$ cat config.mk
export PLATFORM = sky130hd
export DESIGN_NAME = tlipc_ctrl
export DESIGN_NICKNAME = d
export VERILOG_FILES = /design/src/verilog/tlipc_pkg.sv /design/src/verilog/tlipc_ctrl.sv /design/src/verilog/tlipc_arbiter.sv
export SDC_FILE = /design/constraint.sdc
export NUM_CORES = 1
export LEC_CHECK = 0
export BUFFER_PORTS_ARGS = -buffer_cell sky130_fd_sc_hd__buf_2
export CORE_MARGIN = 10
export CORE_UTILIZATION = 51
export CTS_CLUSTER_SIZE = 10
export DETAILED_ROUTE_END_ITERATION = 8
export PLACE_DENSITY_LB_ADDON = 0.05
export SYNTH_ARGS = -nofsm -noshare
export SYNTH_HDL_FRONTEND = slang
export SYNTH_SLANG_ARGS = --single-unit
$ cat constraint.sdc
create_clock -name CLK -period 1.8 [get_ports CLK]
set_input_delay 0.18 -clock CLK [delete_from_list [all_inputs] [get_ports CLK]]
set_output_delay 0.18 -clock CLK [all_outputs]
set_load 0.02 [all_outputs]
$ cat src/verilog/tlipc_pkg.sv
// Constants shared by the two-level interrupt priority controller.
package tlipc_pkg;
  localparam int unsigned TLIPC_NSRC = 17;
  localparam int unsigned TLIPC_OW = 5;
  // Special function register addresses.
  localparam logic [7:0] IRQ_ENABLE_MASK_ADDR = 8'hA8;
  localparam logic [7:0] PRIORITY_REG_BASE_ADDR = 8'hB8;
  localparam logic [7:0] ENABLE_REG_EXT_ONE_ADDR = 8'hC0;
  localparam logic [7:0] PRIORITY_REG_EXT_ONE_ADDR = 8'hC1;
  localparam logic [7:0] ENABLE_REG_EXT_TWO_ADDR = 8'hC2;
  localparam logic [7:0] PRIORITY_REG_EXT_TWO_ADDR = 8'hC3;
  localparam logic [7:0] PEND_LOW_ADDR = 8'hC4;
  localparam logic [7:0] PEND_MID_ADDR = 8'hC5;
  localparam logic [7:0] PEND_TOP_ADDR = 8'hC6;
  // Reset values and fixed read bits.
  localparam logic [7:0] IRQ_ENABLE_MASK_RST = 8'h00;
  localparam logic [7:0] PRIORITY_RST = 8'h00;
  localparam logic [7:0] PRIORITY_BASE_READ_ONE = 8'h80;
  localparam logic [16:0] PEND_RST = 17'h00000;
  // Field positions.
  localparam int unsigned GLOBAL_IRQ_GATE_BIT = 7;
  localparam int unsigned EXT2_PORT_MATCH_BIT = 1;
  // Fixed orders of sources.
  localparam logic [4:0] ORD_EXT_PIN_ZERO = 5'h00;
  localparam logic [4:0] ORD_EXT_PIN_ONE = 5'h02;
  localparam int unsigned ORD_TMR2 = 5;
  localparam int unsigned ORD_SERIAL = 6;
  localparam int unsigned ORD_CONV_WINDOW = 9;
  localparam int unsigned ORD_CONV_DONE = 10;
  localparam int unsigned ORD_PORT_MATCH = 16;
  // Slots 8 and 15 hold no source; orders 0 to 3 are cleared on vectoring.
  localparam logic [16:0] SRC_PRESENT = 17'h17EFF;
  localparam logic [16:0] HW_CLEAR_MASK = 17'h0000F;
  // Vector placement.
  localparam logic [15:0] RESET_VECTOR = 16'h0000;
  localparam logic [15:0] VEC_BASE = 16'h0003;
  localparam int unsigned VEC_STEP = 8;
  // Response timing in system clocks.
  localparam int unsigned DETECT_CYC = 1;
  localparam int unsigned LONG_CALL_CYC = 4;
  localparam int unsigned MIN_RESPONSE_CYC = DETECT_CYC + LONG_CALL_CYC;
endpackage : tlipc_pkg

$ cat src/verilog/tlipc_ctrl.sv
// Two-level interrupt priority controller top with its special function registers.
`timescale 1ns/1ns
module tlipc_ctrl (
  // Clock and reset
  input wire logic CLK,
  input wire logic RST_N,
  // Special function register port
  input wire logic [7:0] SFR_ADDR,
  input wire logic SFR_WR,
  input wire logic SFR_RD,
  input wire logic [7:0] SFR_WDATA,
  output logic [7:0] SFR_RDATA,
  // Source events and level flags
  input wire logic [tlipc_pkg::TLIPC_NSRC-1:0] SRC_EVENT,
  input wire logic EXT_PIN_ZERO_N,
  input wire logic EXT_PIN_ONE_N,
  input wire logic TMR2_LOW_OVERFLOW,
  input wire logic TMR2_HIGH_OVERFLOW,
  input wire logic SERIAL_XFER_DONE,
  input wire logic WRITE_COLLISION,
  input wire logic MODE_FAULT,
  input wire logic RECEIVE_OVERRUN,
  // Core sequencer handshake
  input wire logic INSTR_DONE,
  input wire logic IRQ_ACK,
  input wire logic RETURN_FROM_IRQ_DONE,
  output logic IRQ_REQ,
  output logic IRQ_HIGH,
  output logic [tlipc_pkg::TLIPC_OW-1:0] IRQ_ORDER,
  output logic [15:0] IRQ_VECTOR
);
  import tlipc_pkg::*;

  ////////////////////////////////////////////////////////////////////////////
  function automatic logic [TLIPC_NSRC-1:0] map_bits(input logic [7:0] base,
                                                     input logic [7:0] ext1,
                                                     input logic [7:0] ext2);
    logic [TLIPC_NSRC-1:0] v;
    v = '0;
    v[6:0] = base[6:0];
    v[7] = ext1[0];
    v[14:9] = ext1[7:2];
    v[ORD_PORT_MATCH] = ext2[EXT2_PORT_MATCH_BIT];
    return v & SRC_PRESENT;
  endfunction : map_bits

  function automatic logic [TLIPC_NSRC-1:0] below(input logic [TLIPC_OW-1:0] ord);
    below = TLIPC_NSRC'((18'h00001 << ord) - 18'h00001);
  endfunction : below

  logic [7:0] ie_reg, ip_reg, enable_reg_ext_one_reg, priority_reg_ext_one_reg, enable_reg_ext_two_reg, priority_reg_ext_two_reg;
  logic [TLIPC_NSRC-1:0] pend_reg;
  logic [2:0] pin_sync_reg [2];
  logic [1:0] pin_filt_reg;
  logic [1:0] pin_fall;
  logic isr_lo_reg, isr_hi_reg, hold_reg, prio_written_reg;
  logic [TLIPC_NSRC-1:0] en_vec, pr_vec, req_vec, cand, cand_hi, cand_lo;
  logic found_hi, found_lo;
  logic [TLIPC_OW-1:0] idx_hi, idx_lo, sel_idx;
  logic req_next;
  logic [7:0] rdata_next;

  wire logic gate = ie_reg[GLOBAL_IRQ_GATE_BIT];
  wire logic wr_ie = SFR_WR && (SFR_ADDR == IRQ_ENABLE_MASK_ADDR);
  wire logic wr_ip = SFR_WR && (SFR_ADDR == PRIORITY_REG_BASE_ADDR);
  wire logic wr_enable_reg_ext_one = SFR_WR && (SFR_ADDR == ENABLE_REG_EXT_ONE_ADDR);
  wire logic wr_priority_reg_ext_one = SFR_WR && (SFR_ADDR == PRIORITY_REG_EXT_ONE_ADDR);
  wire logic wr_enable_reg_ext_two = SFR_WR && (SFR_ADDR == ENABLE_REG_EXT_TWO_ADDR);
  wire logic wr_priority_reg_ext_two = SFR_WR && (SFR_ADDR == PRIORITY_REG_EXT_TWO_ADDR);

  ////////////////////////////////////////////////////////////////////////////
  // Enable and priority registers; priorities start low.
  always_ff @(posedge CLK or negedge RST_N) begin
    if (!RST_N) begin
      ie_reg <= IRQ_ENABLE_MASK_RST;
      enable_reg_ext_one_reg <= IRQ_ENABLE_MASK_RST;
      enable_reg_ext_two_reg <= IRQ_ENABLE_MASK_RST;
    end else begin
      if (wr_ie) ie_reg <= SFR_WDATA;
      if (wr_enable_reg_ext_one) enable_reg_ext_one_reg <= SFR_WDATA;
      if (wr_enable_reg_ext_two) enable_reg_ext_two_reg <= SFR_WDATA;
    end
  end

  always_ff @(posedge CLK or negedge RST_N) begin
    if (!RST_N) begin
      ip_reg <= PRIORITY_RST;
      priority_reg_ext_one_reg <= PRIORITY_RST;
      priority_reg_ext_two_reg <= PRIORITY_RST;
      prio_written_reg <= 1'b0;
    end else begin
      if (wr_ip) ip_reg <= SFR_WDATA & ~PRIORITY_BASE_READ_ONE;
      if (wr_priority_reg_ext_one) priority_reg_ext_one_reg <= SFR_WDATA;
      if (wr_priority_reg_ext_two) priority_reg_ext_two_reg <= SFR_WDATA;
      if (wr_ip || wr_priority_reg_ext_one || wr_priority_reg_ext_two) prio_written_reg <= 1'b1;
    end
  end

  ////////////////////////////////////////////////////////////////////////////
  // External pins pass three flops; an edge counts once stages two and three agree.
  for (genvar p = 0; p < 2; p++) begin : g_pin
    always_ff @(posedge CLK or negedge RST_N) begin
      if (!RST_N) begin
        pin_sync_reg[p] <= 3'h7;
        pin_filt_reg[p] <= 1'b1;
      end else begin
        pin_sync_reg[p] <= {pin_sync_reg[p][1:0], (p == 0) ? EXT_PIN_ZERO_N : EXT_PIN_ONE_N};
        if (pin_sync_reg[p][1] == pin_sync_reg[p][2]) pin_filt_reg[p] <= pin_sync_reg[p][2];
      end
    end
    assign pin_fall[p] = pin_filt_reg[p] && !pin_sync_reg[p][1] && !pin_sync_reg[p][2];
  end

  ////////////////////////////////////////////////////////////////////////////
  // Pending flags: a set in the same cycle as any clear wins.
  // Timer 2 and serial requests are peripheral levels, so vectoring never clears them here.
  always_ff @(posedge CLK or negedge RST_N) begin
    if (!RST_N) begin
      pend_reg <= PEND_RST;
    end else begin
      logic [TLIPC_NSRC-1:0] nxt, set;
      nxt = pend_reg;
      set = SRC_EVENT;
      set[ORD_EXT_PIN_ZERO] = set[ORD_EXT_PIN_ZERO] | pin_fall[0];
      set[ORD_EXT_PIN_ONE] = set[ORD_EXT_PIN_ONE] | pin_fall[1];
      if (IRQ_ACK && HW_CLEAR_MASK[IRQ_ORDER]) nxt[IRQ_ORDER] = 1'b0;
      if (SFR_WR && SFR_ADDR == PEND_LOW_ADDR) nxt[7:0] = SFR_WDATA;
      if (SFR_WR && SFR_ADDR == PEND_MID_ADDR) nxt[15:8] = SFR_WDATA;
      if (SFR_WR && SFR_ADDR == PEND_TOP_ADDR) nxt[16] = SFR_WDATA[0];
      pend_reg <= (nxt | set) & SRC_PRESENT;
    end
  end

  ////////////////////////////////////////////////////////////////////////////
  // Arbitration is combinational from this cycle's state, then registered.
  always_comb begin
    en_vec = map_bits(ie_reg, enable_reg_ext_one_reg, enable_reg_ext_two_reg);
    pr_vec = map_bits(ip_reg, priority_reg_ext_one_reg, priority_reg_ext_two_reg);
    req_vec = pend_reg;
    req_vec[ORD_TMR2] = pend_reg[ORD_TMR2] | TMR2_LOW_OVERFLOW | TMR2_HIGH_OVERFLOW;
    req_vec[ORD_SERIAL] = pend_reg[ORD_SERIAL] | SERIAL_XFER_DONE | WRITE_COLLISION
                          | MODE_FAULT | RECEIVE_OVERRUN;
    cand = gate ? (req_vec & en_vec) : '0;
    cand_hi = isr_hi_reg ? '0 : (cand & pr_vec);
    cand_lo = (isr_hi_reg || isr_lo_reg) ? '0 : (cand & ~pr_vec);
  end

  tlipc_arbiter #(.N(TLIPC_NSRC), .W(TLIPC_OW)) u_arb_hi (
    .req(cand_hi),
    .found(found_hi),
    .idx(idx_hi)
  );

  tlipc_arbiter #(.N(TLIPC_NSRC), .W(TLIPC_OW)) u_arb_lo (
    .req(cand_lo),
    .found(found_lo),
    .idx(idx_lo)
  );

  // The cycle of acceptance raises nothing, so a flag not yet cleared is not taken twice.
  assign sel_idx = found_hi ? idx_hi : idx_lo;
  // A return in progress refuses new requests too, so one instruction always runs first.
  assign req_next = (found_hi || found_lo) && !hold_reg && !RETURN_FROM_IRQ_DONE && !IRQ_ACK;

  always_ff @(posedge CLK or negedge RST_N) begin
    if (!RST_N) begin
      IRQ_REQ <= 1'b0;
      IRQ_HIGH <= 1'b0;
      IRQ_ORDER <= '0;
      IRQ_VECTOR <= RESET_VECTOR;
    end else begin
      IRQ_REQ <= req_next;
      IRQ_HIGH <= found_hi;
      IRQ_ORDER <= sel_idx;
      IRQ_VECTOR <= VEC_BASE + {8'h00, sel_idx, 3'h0};
    end
  end

  ////////////////////////////////////////////////////////////////////////////
  // Service nesting: the core takes a request only at instruction end.
  always_ff @(posedge CLK or negedge RST_N) begin
    if (!RST_N) begin
      isr_lo_reg <= 1'b0;
      isr_hi_reg <= 1'b0;
    end else if (IRQ_ACK && IRQ_REQ) begin
      if (IRQ_HIGH) isr_hi_reg <= 1'b1;
      else isr_lo_reg <= 1'b1;
    end else if (RETURN_FROM_IRQ_DONE) begin
      if (isr_hi_reg) isr_hi_reg <= 1'b0;
      else isr_lo_reg <= 1'b0;
    end
  end

  // A return blocks new requests until the next instruction has completed.
  always_ff @(posedge CLK or negedge RST_N) begin
    if (!RST_N) begin
      hold_reg <= 1'b0;
    end else if (RETURN_FROM_IRQ_DONE) begin
      hold_reg <= 1'b1;
    end else if (INSTR_DONE) begin
      hold_reg <= 1'b0;
    end
  end

  ////////////////////////////////////////////////////////////////////////////
  // Register reads; unmapped addresses read zero.
  always_comb begin
    case (SFR_ADDR)
      IRQ_ENABLE_MASK_ADDR: rdata_next = ie_reg;
      PRIORITY_REG_BASE_ADDR: rdata_next = ip_reg | PRIORITY_BASE_READ_ONE;
      ENABLE_REG_EXT_ONE_ADDR: rdata_next = enable_reg_ext_one_reg;
      PRIORITY_REG_EXT_ONE_ADDR: rdata_next = priority_reg_ext_one_reg;
      ENABLE_REG_EXT_TWO_ADDR: rdata_next = enable_reg_ext_two_reg;
      PRIORITY_REG_EXT_TWO_ADDR: rdata_next = priority_reg_ext_two_reg;
      PEND_LOW_ADDR: rdata_next = req_vec[7:0];
      PEND_MID_ADDR: rdata_next = req_vec[15:8];
      PEND_TOP_ADDR: rdata_next = {7'h00, req_vec[16]};
      default: rdata_next = 8'h00;
    endcase
  end

  always_ff @(posedge CLK or negedge RST_N) begin
    if (!RST_N) SFR_RDATA <= 8'h00;
    else if (SFR_RD) SFR_RDATA <= rdata_next;
  end
endmodule : tlipc_ctrl

$ cat src/verilog/tlipc_arbiter.sv
// Fixed-order arbiter that finds the lowest set request index.
`timescale 1ns/1ns
module tlipc_arbiter #(
  parameter int unsigned N = 17,
  parameter int unsigned W = 5
) (
  // Requests
  input wire logic [N-1:0] req,
  // Result
  output logic found,
  output logic [W-1:0] idx
);
  if (N > (1 << W)) begin : g_bad
    $error("Index width too small for request count.");
  end

  always_comb begin
    found = 1'b0;
    idx = '0;
    for (int i = N - 1; i >= 0; i--) begin
      if (req[i]) begin
        found = 1'b1;
        idx = W'(i);
      end
    end
  end
endmodule : tlipc_arbiter

==> results of run 1 <==
[cells in the mapped netlist (3+ instances only)]
cell type                   n
sky130_fd_sc_hd__mux2_2    54
sky130_fd_sc_hd__a221oi_1   3
sky130_fd_sc_hd__nor2b_1   14
sky130_fd_sc_hd__inv_1     14
sky130_fd_sc_hd__mux2i_1    4
sky130_fd_sc_hd__nor3_1    10
sky130_fd_sc_hd__nor2_1    15
sky130_fd_sc_hd__dfstp_2    8
sky130_fd_sc_hd__a21oi_1    8
sky130_fd_sc_hd__buf_4     16
sky130_fd_sc_hd__nand3b_1   8
sky130_fd_sc_hd__nand4_1   10
sky130_fd_sc_hd__o21ai_1    3
sky130_fd_sc_hd__o21ai_0   22
sky130_fd_sc_hd__o21a_1     3
sky130_fd_sc_hd__and3_1    12
sky130_fd_sc_hd__nand3_1   15
sky130_fd_sc_hd__buf_2     12
sky130_fd_sc_hd__a22oi_1    5
sky130_fd_sc_hd__or3_1      4
sky130_fd_sc_hd__nand2_1   27
sky130_fd_sc_hd__a31oi_1    3
sky130_fd_sc_hd__a211o_1   11
sky130_fd_sc_hd__a211oi_1   4
sky130_fd_sc_hd__dfrtp_1   81
sky130_fd_sc_hd__clkbuf_1   3
sky130_fd_sc_hd__a41o_1     3
sky130_fd_sc_hd__o22ai_1    7
sky130_fd_sc_hd__a32oi_1    5
sky130_fd_sc_hd__and3b_1    5
[worst paths after layout]
path,slack (ps),start,cells after the start,endpoint
min in group asynchronous,280,RST_N,2,hold_reg
worst max register to register,30,pend_reg[5],5,IRQ_ORDER[0]
worst min register to register,370,pin_sync_reg[3],0,pin_sync_reg[4]
worst max-delay path,30,pend_reg[5],5,IRQ_ORDER[0]
max in group asynchronous,900,RST_N,3,pin_sync_reg[0]
worst min-delay path,7,SRC_EVENT[4],2,pend_reg[4]
[through the flow]
step / setup slack [ps] / utilization (%) / setup TNS (ps) / hold slack [ps] / instance area [um2]
floorplan: 82.2 / - / 0 / -116 / 4900
global placement: 12.2 / 61.3 / 0 / 130 / 5690
detailed placement: -28.8 / 61.3 / -45.7 / 131 / 5690
CTS: 13.9 / 64.7 / 0 / 1.17 / 6010
global route: -68.5 / 65.4 / -201 / 1.44 / 6070
finish: 29.9 / 65.4 / 0 / 6.68 / 6070
[power breakdown]
part,switching [W],internal (W)
Sequential,0.0000577,0.00208
Clock,0.000752,0.000833
Combinational,0.000277,0.000224
Total,0.00109,0.00314
[cells by family after synthesis]
kind of cell	share of synthesized area [%]
AOI/OAI and AO/OA	17.0
buffers and inverters	5.43
DFF	46.0
muxes	13.8
other	0.154
and+or+nand+nor	17.6
[metal layers]
metal | vias up | global-route usage [%]
met3 | 19 | 5.42
li1 | 1926 | -
met2 | 129 | 32.7
met1 | 2007 | 26.7
met4 | 0 | 5.49
met5 | - | 0
[worst register-to-register path: stages (launching register included)]
cell and delay (ps):
sky130_fd_sc_hd__dfrtp_1 420, sky130_fd_sc_hd__or3_1 380, sky130_fd_sc_hd__and3_1 230, sky130_fd_sc_hd__a2111oi_1 340, sky130_fd_sc_hd__a2bb2oi_1 190, sky130_fd_sc_hd__mux2i_1 90
[area by class of cell]
class	count	area, um2	area share, %
clock buffers	11	141	2.33
clock inverters	5	87.6	1.44
inverters	14	52.6	0.865
multi-input cells	320	2410	39.7
flip-flops and latches	89	2240	36.9
well taps	129	161	2.66
repair buffers	138	978	16.1
[what timing repair did]
item | in CTS | in global routing
endpoints found under the hold margin | 32 | 4
resized for setup | 1 | 7
endpoints found under the setup margin | 2 | 6
buffers inserted | 0 | 1
pin swaps | 1 | 1
hold buffers | 9 | 4
==> results.ini, run 1 <==
[outcome]
run_status = complete, no violations

[sta]
finClkSkew_ps = 11.3
layout_min_cycle_time_ps = 1770
fmax_mhz = 565
tightestPinTransition_ps = 498
slew-limit-headroom_pct = 66.6
setup_viol = 0
final-max-slew-violation-count = 0
final_hold_viols = 0
grt_setup_unrepaired = true
layout_worst_path_cycle_share_pct = 98.3

[floorplanning]
area_of_the_die_um2 = 13800
die-height_um = 118
effective_utilization_at_floorplan_pct = 52.4
fp.dieW_um = 118
core_region_area_um2 = 9280
top_level_ports = 79
rows = 35

[logic_synthesis]
postSynthRegisterBits = 89
synth_edf_count = 0
per_instance_average_area_after_synthesis_um2 = 10.8
number_of_different_library_cells_in_the_post_synthesis_netlist = 74
yosys_top_cell_by_area = sky130_fd_sc_hd__dfrtp_1
post_synth_inst_count = 449
synthesis.yosys.warnings = 0
seq_area_frac_synth_pct = 46.0
netlist_top_cells_area = sky130_fd_sc_hd__dfrtp_1 42%, sky130_fd_sc_hd__mux2_2 12%, sky130_fd_sc_hd__dfstp_2 4.3%
synth_area_um2 = 4870
yosys_most_used_dff = sky130_fd_sc_hd__dfrtp_1
yosys.area.top_type_share_pct = 41.7
async_flop_share_pct = 100

[cts]
cts_tree = built
tritoncts_num_sinks = 89
max_buffers_root_to_sink = 2
clockRootBuffer = sky130_fd_sc_hd__clkbuf_8
path_clk_slew_ps = 90
clock_buffer_count_from_cts = 9
ctsHtreeMaxLevel = 3
worst_skew_pair.late_latency_ps = 360

[final_layout]
largest_register_ffs = 15
layout.filler_cells = 802
layout-area-overhead-vs-synth_pct = 24.8
antenna_cells = 0
layout.cells.most_common = sky130_fd_sc_hd__dfrtp_1
most_frequent_cells_in_the_layout = 80 x sky130_fd_sc_hd__dfrtp_1, 66 x sky130_fd_sc_hd__buf_2, 54 x sky130_fd_sc_hd__mux2_2
nNetsFinal = 620
layout_cells_excl_fill = 706
post_route_cells_drive_above_1_share_pct = 38.6

[drt]
met2_wirelength_um = 6820
final_antenna_net_count = 0
drt-total-wl_um = 14300
average_wire_per_cell_in_the_routed_design_um = 20.2
post-route-drc-count = 0
first_pass_iters = 5
met1_length_um = 6340
viasPerCell = 5.78
number_of_drc_markers_after_the_initial_detailed_route_iteration = 313
route.vias.total = 4081
met3_wirelength_um = 921
top_layer_used = met4

[worst_setup_path]
cp-start-kind = register
endpoint_kind = register
cp_data_arrival_time_ps = 2020
timing.setup.critical_path_class = register to register
cp_slowest_cell = sky130_fd_sc_hd__dfrtp_1
critical_path.top_delay_family = simple AND/OR/NAND/NOR gates
worst-path-buf-inv = 0
worst_path_largest_cell_delay_ps = 420
crit_path_cell_trace = or3_1 -> and3_1 -> a2111oi_1 -> a2bb2oi_1 -> mux2i_1
worstPathMaxFanout = 4
data_required_time_at_the_worst_endpoint_ps = 2050

[pwr]
fin_total_pwr_w = 0.00422
vdd_ir_drop_max_mv = 0.468
power_density_nw_per_um2 = 695
power_leakage_nw = 2.74

[global_route]
track_usage_pct = 20.5
grt_pass1_vias = 4244
grt_pass1_wl_um = 22800
grt_max_degree = 46
globalRouteOverflowTotal = 0
antenna_found_initial = 0

[placement]
gp_congestion = 0.858
dp.final_hpwl_um = 11100
place_inst = 676
buffer_ports.inserted = 67

[flow_run]
max_cap_viol_count = 0

[worst_hold_path]
worstHoldPathType = primary input to register

No activity file was read; power rests on OpenSTA's default activity.
==> inputs of run 2 (changes only) <==
--- a/config.mk
+++ b/config.mk
@@ -10,7 +10,7 @@
 export CORE_UTILIZATION = 51
 export CTS_CLUSTER_SIZE = 10
 export DETAILED_ROUTE_END_ITERATION = 8
-export PLACE_DENSITY_LB_ADDON = 0.05
+export PLACE_DENSITY = 0.74
 export SYNTH_ARGS = -nofsm -noshare
 export SYNTH_HDL_FRONTEND = slang
 export SYNTH_SLANG_ARGS = --single-unit
==> results.ini, run 2 (synthesis gave the netlist of run 1 again) <==
[outcome]
run_status = finished, violations left
violated_checks = setup timing

[pwr]
power_density_nw_per_um2 = 685
vdd_ir_drop_max_mv = 0.400
power_leakage_nw = 2.68

[sta]
fmax_mhz = 555
setup_slack_ps = -2.05
final_hold_viols = 0
layout_worst_path_cycle_share_pct = 100
final-max-slew-violation-count = 0
layout_min_cycle_time_ps = 1800
setup_viol = 1
grt_setup_unrepaired = true
finClkSkew_ps = 14.6
fin_worst_hold_slack_ps = 10.7
tightestPinTransition_ps = 597
final.setup.tns_ps = -2.05
slew-limit-headroom_pct = 60.0

[floorplanning]
die-height_um = 118
fp.dieW_um = 118
effective_utilization_at_floorplan_pct = 52.4
core_region_area_um2 = 9280
rows = 35
area_of_the_die_um2 = 13800
top_level_ports = 79

[cts]
ctsHtreeMaxLevel = 3
clock_buffer_count_from_cts = 9
cts_tree = built
tritoncts_num_sinks = 89
path_clk_slew_ps = 100
clockRootBuffer = sky130_fd_sc_hd__clkbuf_8
max_buffers_root_to_sink = 2
worst_skew_pair.late_latency_ps = 370

[global_route]
grt_max_degree = 52
antenna_found_initial = 0
grt_pass1_wl_um = 22300
grt_pass1_vias = 4174
track_usage_pct = 19.7
globalRouteOverflowTotal = 0

[worst_setup_path]
reg2reg_to = IRQ_ORDER[2]
r2r_cells = 5
cp-start-kind = register
worst-path-buf-inv = 0
critical_path.top_delay_family = compound AO/OA/AOI/OAI gates
crit_path_cell_trace = and3_4 -> a311o_1 -> o31ai_4 -> nand4_1 -> o32ai_2
cp_data_arrival_time_ps = 2070
worst_path_largest_cell_delay_ps = 420
cp_num_cells = 5
ff2ff_setup_slack_ps = -2
cp_slowest_cell = sky130_fd_sc_hd__dfrtp_1
endpoint_kind = register
worstPathMaxFanout = 4
data_required_time_at_the_worst_endpoint_ps = 2070
timing.setup.critical_path_class = register to register
r2r_start = priority_reg_ext_one_reg[2]

[drt]
drt-total-wl_um = 13900
final_antenna_net_count = 0
number_of_drc_markers_after_the_initial_detailed_route_iteration = 270
first_pass_iters = 5
post-route-drc-count = 0
average_wire_per_cell_in_the_routed_design_um = 20.0
viasPerCell = 5.90
route.vias.total = 4109

[flow_run]
max_cap_viol_count = 0

[placement]
gp_congestion = 0.944
place_area_um2 = 5600
buffer_ports.inserted = 67
dpl_worst_slack_ps = -36.4
dp.final_hpwl_um = 10700
place_inst = 668

[final_layout]
layout-area-overhead-vs-synth_pct = 22.2
layout.cells.most_common = sky130_fd_sc_hd__dfrtp_1
antenna_cells = 0
largest_register_ffs = 15
most_frequent_cells_in_the_layout = 81 x sky130_fd_sc_hd__dfrtp_1, 66 x sky130_fd_sc_hd__buf_2, 54 x sky130_fd_sc_hd__mux2_2
final_area_um2 = 5950
post_route_cells_drive_above_1_share_pct = 37.7
layout_cells_excl_fill = 696
nNetsFinal = 610

[worst_hold_path]
worstHoldPathType = primary input to register
worstHoldEndpoint = pend_reg[16]
hold_start = SRC_EVENT[16]
holdPathStages = 2

-- run 2: cell types whose count changed in the layout (fill, tap and decap cells not counted), sizes merged --
cell,previous run,this run
inv,15,17
buf,125,117
bufinv,2,1
dlygate4sd3,13,11
clkbuf,11,10
-- run 2: cell type report --
| class | instances | area (um2) |
|---|---|---|
| Clock buffer | 10 | 128 |
| Clock inverter | 6 | 75.1 |
| Fill cell | 765 | 3340 |
| Inverter | 14 | 52.6 |
| Multi-Input combinational cell | 320 | 2420 |
| Sequential cell | 89 | 2240 |
| Tap cell | 129 | 161 |
| Timing Repair Buffer | 128 | 873 |
-- run 2: through the flow --
stage,power (W),util [%]
after floorplan,0.00242,-
after global placement,0.00262,60.3
after detailed placement,0.00264,60.3
after CTS,0.00409,63.8
after global routing,0.00424,64.0
final,0.00407,64.0
-- run 2: metal layers --
layer / routed length (um) / vias up / GRT usage (%) / part of all wire [%]
met3: 783 / 19 / 3.84 / 5.6
met2: 6830 / 153 / 32.4 / 49
met1: 6090 / 2022 / 25.6 / 44
met4: 239 / 0 / 5.80 / 1.7
met5: 0 / - / 0 / 0
li1: - / 1915 / - / -
-- run 2: worst reg2reg max path, stage by stage, from the launching register on --
cell	delay (ps)
sky130_fd_sc_hd__dfrtp_1	420
sky130_fd_sc_hd__and3_4	190
sky130_fd_sc_hd__a311o_1	370
sky130_fd_sc_hd__o31ai_4	280
sky130_fd_sc_hd__nand4_1	180
sky130_fd_sc_hd__o32ai_2	280
-- run 2: worst max path at each step --
| stage | startpoint | to | slack (ps) |
|---|---|---|---|
| floorplan | priority_reg_ext_one_reg[2] | IRQ_ORDER[2] | 80 |
| global placement | priority_reg_ext_one_reg[2] | IRQ_REQ | -10 |
| detailed placement | priority_reg_ext_one_reg[2] | IRQ_REQ | -40 |
| CTS | pend_reg[5] | IRQ_ORDER[0] | 3 |
| global route | priority_reg_ext_one_reg[2] | IRQ_ORDER[2] | -70 |
| finish | priority_reg_ext_one_reg[2] | IRQ_ORDER[2] | -2 |
-- run 2: repair_timing --
action,CTS,global route
setup endpoints to repair,3,4
gates resized for setup,1,6
hold endpoints to repair,40,0
pin swaps,2,3
hold buffers,11,0
setup buffers,0,1
-- run 2: power by group --
group	switching, W	total (W)	internal (W)	leakage (nW)
clock network	0.000786	0.00145	0.000665	0.0994
logic	0.000273	0.000484	0.000211	1.46
registers	0.0000605	0.00214	0.00208	1.12
==> inputs of run 3 (changes only) <==
--- a/config.mk
+++ b/config.mk
@@ -10,6 +10,7 @@
 export CORE_UTILIZATION = 51
 export CTS_CLUSTER_SIZE = 10
 export DETAILED_ROUTE_END_ITERATION = 8
+export GPL_TIMING_DRIVEN = 0
 export PLACE_DENSITY = 0.74
 export SYNTH_ARGS = -nofsm -noshare
 export SYNTH_HDL_FRONTEND = slang
==> results.ini, run 3 (synthesis gave the netlist of run 1 again) <==
[outcome]
run_status = finished, violations left
violated_checks = setup timing

[floorplanning]
fp.dieW_um = 118
core_region_area_um2 = 9280
effective_utilization_at_floorplan_pct = 52.4
rows = 35
die-height_um = 118
top_level_ports = 79
area_of_the_die_um2 = 13800

[worst_setup_path]
worstPathMaxFanout = 5
data_required_time_at_the_worst_endpoint_ps = 2050
endpoint_kind = register
timing.setup.critical_path_class = register to register
cp-start-kind = register
ff2ff_setup_slack_ps = -30
cp_data_arrival_time_ps = 2090

[sta]
tightestPinTransition_ps = 648
final_hold_viols = 0
fmax_mhz = 545
layout_min_cycle_time_ps = 1830
grt_setup_unrepaired = true
setup_slack_ps = -34.5
layout_worst_path_cycle_share_pct = 102
fin_worst_hold_slack_ps = 11.9
final-max-slew-violation-count = 0
setup_viol = 2
slew-limit-headroom_pct = 56.8
finClkSkew_ps = 10.6

[drt]
average_wire_per_cell_in_the_routed_design_um = 20.1
final_antenna_net_count = 0
route.vias.total = 4100
first_pass_iters = 5
drt-total-wl_um = 13700
number_of_drc_markers_after_the_initial_detailed_route_iteration = 294
post-route-drc-count = 0
viasPerCell = 6.02

[placement]
buffer_ports.inserted = 64
gp_congestion = 0.957
place_inst = 651
dpl_worst_slack_ps = -252
dp.final_hpwl_um = 10300

[pwr]
power_leakage_nw = 2.61
power_density_nw_per_um2 = 715
vdd_ir_drop_max_mv = 0.466

[final_layout]
share_of_the_core_filled_with_cells_in_the_final_layout_pct = 62.7
largest_register_ffs = 15
layout.filler_cells = 803
layout_cells_excl_fill = 681
most_frequent_cells_in_the_layout = 79 x sky130_fd_sc_hd__dfrtp_1, 74 x sky130_fd_sc_hd__buf_2, 54 x sky130_fd_sc_hd__mux2_2
layout-area-overhead-vs-synth_pct = 19.5
post_route_cells_drive_above_1_share_pct = 37.0
layout.cells.most_common = sky130_fd_sc_hd__dfrtp_1
antenna_cells = 0
nNetsFinal = 595

[worst_hold_path]
worstHoldPathType = primary input to register

[cts]
cts_tree = built
path_clk_slew_ps = 90
worst_skew_pair.late_latency_ps = 350
clockRootBuffer = sky130_fd_sc_hd__clkbuf_8
tritoncts_num_sinks = 89
ctsHtreeMaxLevel = 3
clock_buffer_count_from_cts = 9
max_buffers_root_to_sink = 2

[global_route]
globalRouteOverflowTotal = 0
grt_pass1_vias = 4052
grt_max_degree = 54
track_usage_pct = 19.2
grt_pass1_wl_um = 21800
antenna_found_initial = 0

[flow_run]
max_cap_viol_count = 0

## run 3: final cells by class
type | count | area, um2 | share of cell area (%)
Tap cell | 129 | 161 | 2.77
Timing Repair Buffer | 79 | 475 | 8.17
Clock inverter | 4 | 76.3 | 1.31
Buffer | 34 | 214 | 3.68
Inverter | 14 | 52.6 | 0.903
Sequential cell | 89 | 2240 | 38.5
Clock buffer | 12 | 145 | 2.50
Multi-Input combinational cell | 320 | 2450 | 42.2
## run 3: power by group
| group | total (W) | switching, W | internal (W) |
|---|---|---|---|
| logic | 0.000463 | 0.000264 | 0.000199 |
| clock network | 0.00155 | 0.000724 | 0.000827 |
| registers | 0.00215 | 0.0000666 | 0.00208 |
## run 3: worst max-delay path: stages (launching register included)
cell	delay, ps
sky130_fd_sc_hd__dfrtp_1	420
sky130_fd_sc_hd__and3_4	200
sky130_fd_sc_hd__a311o_1	370
sky130_fd_sc_hd__o31ai_4	260
sky130_fd_sc_hd__nand4_2	240
sky130_fd_sc_hd__o21a_1	240
## run 3: final timing paths
kind	cells past startpoint	endpoint	startpoint
min reg2reg	0	pin_sync_reg[4]	pin_sync_reg[3]
max in group asynchronous	3	priority_reg_ext_two_reg[1]	RST_N
max	5	IRQ_REQ	pend_reg[9]
min in group asynchronous	2	IRQ_VECTOR[1]	RST_N
max reg2reg	5	IRQ_REQ	pend_reg[9]
min	2	pend_reg[6]	SRC_EVENT[6]
## run 3: what timing repair did
action | 4_1_cts | 5_1_grt
hold buffers | 8 | 0
setup buffers | 3 | 3
pin swaps | 3 | 3
endpoints found under the hold margin | 35 | 0
setup endpoints to repair | 6 | 7
resized for setup | 11 | 5
## run 3: per-stage QoR
stage | power, W | area, um2 | setup TNS (ps)
detailed placement | 0.00262 | 5410 | -6860
global route | 0.00431 | 5820 | -408
CTS | 0.00418 | 5770 | -10.8
floorplan | 0.00242 | 4900 | 0
global placement | 0.00260 | 5380 | -19940
finish | 0.00416 | 5820 | -48.1
## run 3: routing by layer
layer / up-vias / global-route usage [%] / wire length, um
met4: 0 / 5.18 / 236
met2: 147 / 31.4 / 6520
li1: 1883 / - / -
met1: 2051 / 25.2 / 6100
met5: - / 0 / 0
met3: 19 / 4.03 / 821
